==> config.mk <==
export PLATFORM = sky130hd
export DESIGN_NAME = tbscd_decoder
export DESIGN_NICKNAME = d
export VERILOG_FILES = /design/src/include/tbscd_pkg.sv /design/src/logic/tbscd_decoder.sv
export SDC_FILE = /design/constraint.sdc
export NUM_CORES = 1
export LEC_CHECK = 0
export ABC_AREA = 1
export BUFFER_PORTS_ARGS = -buffer_cell sky130_fd_sc_hd__buf_2
export CAP_MARGIN = 5
export CORE_ASPECT_RATIO = 0.6
export CORE_MARGIN = 4
export CORE_UTILIZATION = 60
export CTS_CLUSTER_DIAMETER = 100
export DETAILED_ROUTE_END_ITERATION = 8
export PLACE_DENSITY_LB_ADDON = 0.3
export SLEW_MARGIN = 15
export SYNTH_ARGS = -nofsm -noshare
export SYNTH_HDL_FRONTEND = slang
export SYNTH_SLANG_ARGS = --single-unit
==> constraint.sdc <==
create_clock -name CORE_CLK -period 12.6 [get_ports CORE_CLK]
set_clock_uncertainty 0.2 [all_clocks]
set_input_delay 1.26 -clock CORE_CLK [delete_from_list [all_inputs] [get_ports CORE_CLK]]
set_output_delay 1.26 -clock CORE_CLK [all_outputs]
set_load 0.05 [all_outputs]
==> src/include/tbscd_pkg.sv <==
// constants, types and modifier tables for the single-channel texel block decoder
`default_nettype none
package tbscd_pkg;
  localparam int BYTE_W    = 8;
  localparam int BLOCK_W   = 64;
  localparam int BYTE_CNT  = 8;
  localparam int BASE_HI   = 63;
  localparam int BASE_LO   = 56;
  localparam int MULT_HI   = 55;
  localparam int MULT_LO   = 52;
  localparam int TSEL_HI   = 51;
  localparam int TSEL_LO   = 48;
  localparam int IDX_TOP   = 47;
  localparam int IDX_W     = 3;
  localparam int PIX_W     = 4;
  localparam int BASE_W    = 8;
  localparam int MULT_W    = 4;
  localparam int MOD_W     = 5;
  localparam int SUM_W     = 14;
  localparam int OUT11_W   = 11;
  localparam int OUT16_W   = 16;
  localparam int OUT8_W    = 8;
  localparam int SCALE_SH  = 3;
  localparam int WIDEN_LO  = 6;
  localparam logic [2:0] HALF_FILL = 3'b100;
  localparam logic [3:0] MULT_ZERO = 4'h0;
  localparam logic signed [SUM_W-1:0] MAX11 = 14'sd2047;
  localparam logic signed [SUM_W-1:0] MAX8  = 14'sd255;
  localparam logic signed [SUM_W-1:0] MIN0  = 14'sd0;
  localparam int LATENCY   = 2;

  typedef logic signed [SUM_W-1:0] tbscd_sum_type;
  typedef logic signed [MOD_W-1:0] tbscd_mod_type;

  typedef enum logic {
    SINGLE_CHANNEL_11BIT_FORMAT = 1'b0,
    RGBA_ALPHA_8BIT_FORMAT      = 1'b1
  } tbscd_format_type;

  // sixteen signed eight-entry modifier sets, entry 0 leftmost
  localparam tbscd_mod_type MOD_TABLE [0:15][0:7] = '{
    '{-5'sd3, -5'sd6, -5'sd9,  -5'sd15, 5'sd2, 5'sd5, 5'sd8, 5'sd14},
    '{-5'sd3, -5'sd7, -5'sd10, -5'sd13, 5'sd2, 5'sd6, 5'sd9, 5'sd12},
    '{-5'sd2, -5'sd5, -5'sd8,  -5'sd13, 5'sd1, 5'sd4, 5'sd7, 5'sd12},
    '{-5'sd2, -5'sd4, -5'sd6,  -5'sd13, 5'sd1, 5'sd3, 5'sd5, 5'sd12},
    '{-5'sd3, -5'sd6, -5'sd8,  -5'sd12, 5'sd2, 5'sd5, 5'sd7, 5'sd11},
    '{-5'sd3, -5'sd7, -5'sd9,  -5'sd11, 5'sd2, 5'sd6, 5'sd8, 5'sd10},
    '{-5'sd4, -5'sd7, -5'sd8,  -5'sd11, 5'sd3, 5'sd6, 5'sd7, 5'sd10},
    '{-5'sd3, -5'sd5, -5'sd8,  -5'sd11, 5'sd2, 5'sd4, 5'sd7, 5'sd10},
    '{-5'sd2, -5'sd6, -5'sd8,  -5'sd10, 5'sd1, 5'sd5, 5'sd7, 5'sd9},
    '{-5'sd2, -5'sd5, -5'sd8,  -5'sd10, 5'sd1, 5'sd4, 5'sd7, 5'sd9},
    '{-5'sd2, -5'sd4, -5'sd8,  -5'sd10, 5'sd1, 5'sd3, 5'sd7, 5'sd9},
    '{-5'sd2, -5'sd5, -5'sd7,  -5'sd10, 5'sd1, 5'sd4, 5'sd6, 5'sd9},
    '{-5'sd3, -5'sd4, -5'sd7,  -5'sd10, 5'sd2, 5'sd3, 5'sd6, 5'sd9},
    '{-5'sd1, -5'sd2, -5'sd3,  -5'sd10, 5'sd0, 5'sd1, 5'sd2, 5'sd9},
    '{-5'sd4, -5'sd6, -5'sd8,  -5'sd9,  5'sd3, 5'sd5, 5'sd7, 5'sd8},
    '{-5'sd3, -5'sd5, -5'sd7,  -5'sd9,  5'sd2, 5'sd4, 5'sd6, 5'sd8}
  };
endpackage : tbscd_pkg
`default_nettype wire

==> src/logic/tbscd_decoder.sv <==
// two-stage decoder of one texel from a compressed single-channel block
`timescale 1ns/1ns
`default_nettype none
// Operation
// - lowest address byte is most significant
// - upper 16-bit header, lower 48-bit indices
// - base bits 63-56 shifted left three
// - fill vacated bits with 100, no adder
// - bits 51-48 select modifier table
// - pixel index picks entry from left
// - nonzero multiplier times modifier, shifted three
// - signed sum clamped to 0..2047
// - output is unsigned fixed point
// - 11-bit mode zero multiplier adds raw modifier
// - 16-bit result is x<<5 plus x>>6
// - wider outputs by replication, never truncated
// - alpha mode drops three bits, clamps 0..255
// - alpha mode zero multiplier gives zero term
// - sixteen fixed signed modifier tables held
// - indices packed from top, pixel a first
module tbscd_decoder (
  input  wire logic                              CORE_CLK,
  input  wire logic                              RST,
  input  wire logic                              IN_VALID,
  input  wire logic [tbscd_pkg::BLOCK_W-1:0]     IN_BLOCK_BYTES,
  input  wire logic [tbscd_pkg::PIX_W-1:0]       IN_PIXEL,
  input  wire tbscd_pkg::tbscd_format_type       IN_FORMAT,
  output var  logic                              OUT_VALID,
  output var  logic [tbscd_pkg::OUT11_W-1:0]     OUT_VALUE11,
  output var  logic [tbscd_pkg::OUT16_W-1:0]     OUT_VALUE16,
  output var  logic [tbscd_pkg::OUT8_W-1:0]      OUT_ALPHA8
);
  import tbscd_pkg::*;

  // clamp a signed sum to the 11-bit range
  function automatic logic [OUT11_W-1:0] range_limit_11bit(
    input tbscd_sum_type value
  );
    tbscd_sum_type lim;
    lim = value;
    if (value < MIN0) begin
      lim = MIN0;
    end else if (value > MAX11) begin
      lim = MAX11;
    end
    return lim[OUT11_W-1:0];
  endfunction : range_limit_11bit

  // clamp a signed value to the 8-bit range
  function automatic logic [OUT8_W-1:0] range_limit_8bit(
    input tbscd_sum_type value
  );
    tbscd_sum_type lim;
    lim = value;
    if (value < MIN0) begin
      lim = MIN0;
    end else if (value > MAX8) begin
      lim = MAX8;
    end
    return lim[OUT8_W-1:0];
  endfunction : range_limit_8bit

  logic [BLOCK_W-1:0]   block_word;
  logic [5:0]           idx_lsb;
  logic [IDX_W-1:0]     pixel_index;
  logic [MULT_W-1:0]    table_sel;

  logic                 s1_valid;
  tbscd_format_type     s1_format;
  logic [BASE_W-1:0]    s1_base;
  logic [MULT_W-1:0]    s1_mult;
  tbscd_mod_type        s1_mod;

  tbscd_sum_type        base_term;
  tbscd_sum_type        product;
  tbscd_sum_type        mod_term;
  tbscd_sum_type        sum;
  tbscd_sum_type        sum_shr;
  logic [OUT11_W-1:0]   next_value11;
  logic [OUT8_W-1:0]    next_alpha8;

  // byte lane k of the input holds the byte at address k
  always_comb begin
    block_word = '0;
    for (int k = 0; k < BYTE_CNT; k++) begin
      block_word[BLOCK_W-1-k*BYTE_W -: BYTE_W] =
        IN_BLOCK_BYTES[k*BYTE_W +: BYTE_W];
    end
  end

  // header fields above bit 47, pixel indices below
  always_comb begin
    table_sel   = block_word[TSEL_HI:TSEL_LO];
    idx_lsb     = 6'(IDX_TOP + 1 - IDX_W - IDX_W * int'(IN_PIXEL));
    pixel_index = block_word[idx_lsb +: IDX_W];
  end

  // stage one valid strobe
  always_ff @(posedge CORE_CLK) begin
    if (RST) begin
      s1_valid <= 1'b0;
    end else begin
      s1_valid <= IN_VALID;
    end
  end

  // stage one fields, taken only with a valid request
  always_ff @(posedge CORE_CLK) begin
    if (IN_VALID) begin
      s1_format <= IN_FORMAT;
      s1_base   <= block_word[BASE_HI:BASE_LO];
      s1_mult   <= block_word[MULT_HI:MULT_LO];
      s1_mod    <= MOD_TABLE[table_sel][pixel_index];
    end
  end

  // base times eight plus four by bit insertion
  always_comb begin
    base_term = SUM_W'({s1_base, HALF_FILL});
  end

  // modifier term in fourteen-bit signed arithmetic
  always_comb begin
    product = SUM_W'(s1_mod) * SUM_W'($signed({1'b0, s1_mult}));
    if (s1_mult != MULT_ZERO) begin
      mod_term = product <<< SCALE_SH;
    end else if (s1_format == RGBA_ALPHA_8BIT_FORMAT) begin
      mod_term = MIN0;
    end else begin
      mod_term = SUM_W'(s1_mod);
    end
  end

  // sum, clamp and alpha truncation
  always_comb begin
    sum          = base_term + mod_term;
    sum_shr      = sum >>> SCALE_SH;
    next_value11 = range_limit_11bit(sum);
    next_alpha8  = range_limit_8bit(sum_shr);
  end

  // output valid strobe
  always_ff @(posedge CORE_CLK) begin
    if (RST) begin
      OUT_VALID <= 1'b0;
    end else begin
      OUT_VALID <= s1_valid;
    end
  end

  // output data, held until the next result
  always_ff @(posedge CORE_CLK) begin
    if (s1_valid) begin
      OUT_VALUE11 <= next_value11;
      OUT_VALUE16 <= (OUT16_W'(next_value11) << (OUT16_W - OUT11_W))
                   + OUT16_W'(next_value11 >> WIDEN_LO);
      OUT_ALPHA8  <= next_alpha8;
    end
  end

  // reference values for the checks below, worked in plain integers
  int exp_term;
  int exp_sum;
  int exp11;
  int exp8;
  int alpha_ref;

  always_comb begin
    exp_term = 0;
    if (s1_mult != MULT_ZERO) begin
      exp_term = int'(s1_mod) * int'(s1_mult) * (1 << SCALE_SH);
    end else if (s1_format == SINGLE_CHANNEL_11BIT_FORMAT) begin
      exp_term = int'(s1_mod);
    end
    exp_sum = int'(s1_base) * (1 << SCALE_SH) + int'(HALF_FILL) + exp_term;
    exp11   = exp_sum;
    if (exp_sum < 0) begin
      exp11 = 0;
    end else if (exp_sum > int'(MAX11)) begin
      exp11 = int'(MAX11);
    end
    exp8 = exp_sum >>> SCALE_SH;
    if (exp8 < 0) begin
      exp8 = 0;
    end else if (exp8 > int'(MAX8)) begin
      exp8 = int'(MAX8);
    end
    alpha_ref = int'(s1_base);
    if (s1_mult != MULT_ZERO) begin
      alpha_ref = alpha_ref + int'(s1_mod) * int'(s1_mult);
    end
    if (alpha_ref < 0) begin
      alpha_ref = 0;
    end else if (alpha_ref > int'(MAX8)) begin
      alpha_ref = int'(MAX8);
    end
  end
endmodule : tbscd_decoder
`default_nettype wire

==> summary.txt <==
Setup path
  – WP buf/inv: 6
  – Reg2reg setup slack: just under 7000 ps
  – Worst Path Class, Setup: input pin to flip-flop
  – Slowest stage delay, CP: 1240 ps
  – CP delay by family, top: buffers and inverters
  – Worst path arrival time: slightly below 6000 ps
  – CP max FO: 70
  – Setup crit start: IN_PIXEL[0]
  – Max stage delay cell, worst path: fa_1
  – R2r endpoint: OUT_VALUE11[9]
  – Cell Chain, Critical Path: buf_2 > buf_4 > ha_1 > buf_4 > inv_2 > fa_1 > inv_2 > nand3_1 > nand3_1 > nand3_1 > nand3_1 > nand2_4 > inv_2 > nand2_1 > nand2_1 > nand2_1 > nand2_1
  – Critical Path RT: ~12000 ps
  – Critical path launch point type: input pin
  – Reg2Reg Launch Point: s1_mod[2]
  – Crit end category: flip-flop
  – R2R depth: 25

Clocking
  – Worst-skew pair later-pin latency: 290 ps
  – H-tree Lvls: 2
  – CTS resizes: 0
  – Root Driver: clkbuf_16
  – TritonCTS clock tree: yes
  – Clock sinks: 39
  – TritonCTS Buffers: 5
  – Post-CTS Setup Inserts: 0
  – CTS clk-pin slew, worst paths: roughly 60 ps
  – CTS max path bufs: 2
  – Hold buffers post-CTS: 0

Timing
  – Final hold vios: 0
  – Max-slew violations: 0
  – Final WS setup: around 6700 ps
  – Part of the cycle the worst path needs: 0.472
  – Slew headroom: 0.372
  – Fin Setup TNS: 0 ps
  – RSZ-0062 raised after global routing: no
  – Worst-Margin Slew: ~940 ps
  – Final Setup Violations: 0
  – Fmax: ~170 MHz
  – Tmin final: slightly below 6000 ps

Drt
  – Vias per cell: 5.68
  – Drt drc: 0
  – Antenna Nets Post-Route: 0
  – Average routed wire per standard cell: 14.7 um
  – Final WL: 15000 um
  – TritonRoute pass-1 iters: 5
  – Vias: 5787
  – DRT iter0 DRCs: about 550

Layout
  – Diode count: 0
  – Layout cell share with drive strength beyond 1: 0.160
  – Final instance area: roughly 6000 um^2
  – Final #Nets: between 1000 and 1500
  – Area Overhead vs Synth: 8.70%

Power and ir drop
  – Clock Power Share: 0.078
  – Switching power total: around 1.1 mW
  – Leakage: between 3 and 4 nW
  – Internal power: 0.809 mW
  – Worst IR Drop VDD: ~0.3 mV
  – Sw frac: 0.571
  – Combinational Power Share: 0.765
  – Sequential power share: 0.157
  – Power Density: 317 nW/um^2

Worst hold path
  – Worst hold stages: 2
  – Worst Hold Class: flip-flop to flip-flop
  – Worst Hold Launch: s1_valid
  – Hold Path End: OUT_VALID

Placement
  – Dpl ws: 6510 ps
  – GP Congestion: approximately 0.96
  – Port bufs: 107
  – DP Wirelength: 11600 um
  – DP Area: roughly 5800 um^2

Yosys
  – Top-count cell post-synth: nand2_1
  – Syn Area/Cell: 6.48 um^2
  – Post-Syn Area: between 5000 and 6000 um^2
  – Register bit total from synthesis: 39
  – Top cells by count, synth: nand2_1, nand3_1, inv_1, nor2_1, ha_1
  – Synthesized instance count: roughly 840
  – Yosys top cell area share: 0.203
  – Synth top area cells: edfxtp_1, nand2_1, nand3_1
  – Post-synthesis async set-or-reset flop share: 0
  – Top FF cell, synth: edfxtp_1
  – Synth unique cells: between 40 and 50
  – Synth warnings: 0
  – Biggest area consumer among synthesized cells: edfxtp_1
  – EDFF count, synth: 37
  – Syn nets: a little under 1000
  – Post-synthesis sequential area ratio: 0.211

Floorplan
  – Die W: ~130 um
  – Die Y-Extent: roughly 80 um
  – Total I/O pin count: between 100 and 150
  – Core area: around 8700 um^2
  – Num rows: 26
  – Starting density of the core: 0.629
  – Die area: about 11000 um^2

Run status
  – Outcome: finished clean

GRT
  – Gr ovfl total: 0
  – Initial antenna violation count: 0
  – Overall Global Routing Usage: 0.273
  – Largest net degree at the start of global routing: approximately 70
  – Global-route wire length before repair: approximately 24000 um
  – Vias in the first global route: ~5200

Job
  – Max_cap viols: 0
worst max-delay path by stage:
stage	cells after the start	end	slack, ps
after floorplan	26	OUT_ALPHA8[5]	7870
final	17	s1_mod[2]	6650
after detailed placement	17	s1_mod[2]	6510
after global routing	17	s1_mod[2]	6330
after CTS	17	s1_mod[2]	6790
after global placement	17	s1_mod[2]	6710
state kept, by name, summed over array words and instances (netlist names):
name and count:
OUT_ALPHA8 8, OUT_VALID 1, OUT_VALUE11 10, OUT_VALUE16 1, s1_base 8, s1_format 1, s1_mod 5, s1_mult 4
s1_valid 1
per-layer routing:
| metal | vias to the layer above | routed length (um) | GRT usage |
|---|---|---|---|
| li1 | 2832 | - | - |
| met5 | - | 0 | 0 |
| met2 | 309 | 6480 | 0.441 |
| met4 | 0 | 189 | 0.0608 |
| met3 | 26 | 1550 | 0.0477 |
| met1 | 2620 | 6750 | 0.388 |
worst reg2reg max path: cells and delay by family, from the launching register on:
family	cells	cell delay [ps]
flip-flops	1	530
adder cells (fa/ha/maj)	5	2010
AND/OR/NAND/NOR	11	1590
buffers and inverters	4	210
AO/OA/AOI/OAI	3	520
XOR/XNOR	2	310
layout make-up:
class	instances	area (um^2)
tap	112	140
sequential	39	1150
multi-input combinational	655	3560
inverter	96	363
timing repair buffer	109	551
clock buffer	5	125
clock inverter	3	46.3
fill	780	2750
through the flow:
| step | util | cells | hold slack [ps] | total power, mW |
|---|---|---|---|---|
| 2_1_floorplan | - | 843 | 486 | 1.47 |
| 5_1_grt | 0.684 | 1019 | 719 | 2.06 |
| 3_3_place_gp | 0.664 | 1011 | 589 | 1.65 |
| 4_1_cts | 0.684 | 1019 | 668 | 1.87 |
| 3_5_place_dp | 0.664 | 1011 | 655 | 1.70 |
| 6_report | 0.684 | 1019 | 652 | 1.88 |
cells by family after synthesis:
| logic type | synth area share |
|---|---|
| flops | 0.211 |
| compound gates | 0.0815 |
| buf+inv | 0.137 |
| simple gates | 0.400 |
| fa+ha+maj | 0.141 |
| xor+xnor | 0.0302 |
power by group through the flow:
| stage | Combinational, mW | Sequential (mW) | Clock (mW) |
|---|---|---|---|
| detailed placement | 1.41 | 0.295 | 0 |
| finish | 1.44 | 0.296 | 0.147 |
| CTS | 1.43 | 0.294 | 0.146 |
| global placement | 1.36 | 0.292 | 0 |
| global route | 1.61 | 0.300 | 0.152 |
| floorplan | 1.07 | 0.405 | 0 |
placed cells by master (no fill, tap or decap), drive strengths merged:
master / n
a31oi: 3
a21oi: 31
o21bai: 1
clkinvlp: 1
xor2: 10
fa: 14
a31o: 1
nand4: 4
o211ai: 4
inv: 97
ha: 39
bufinv: 1
or2: 2
nand2: 297
o21a: 1
dfxtp: 2
o2111ai: 1
a211oi: 1
o21ai: 33
xnor2: 5
buf: 109
nand3: 147
a21boi: 1
nand3b: 2
nor2: 58
edfxtp: 37
clkbuf: 5
Power figures use the tool's default switching activity.
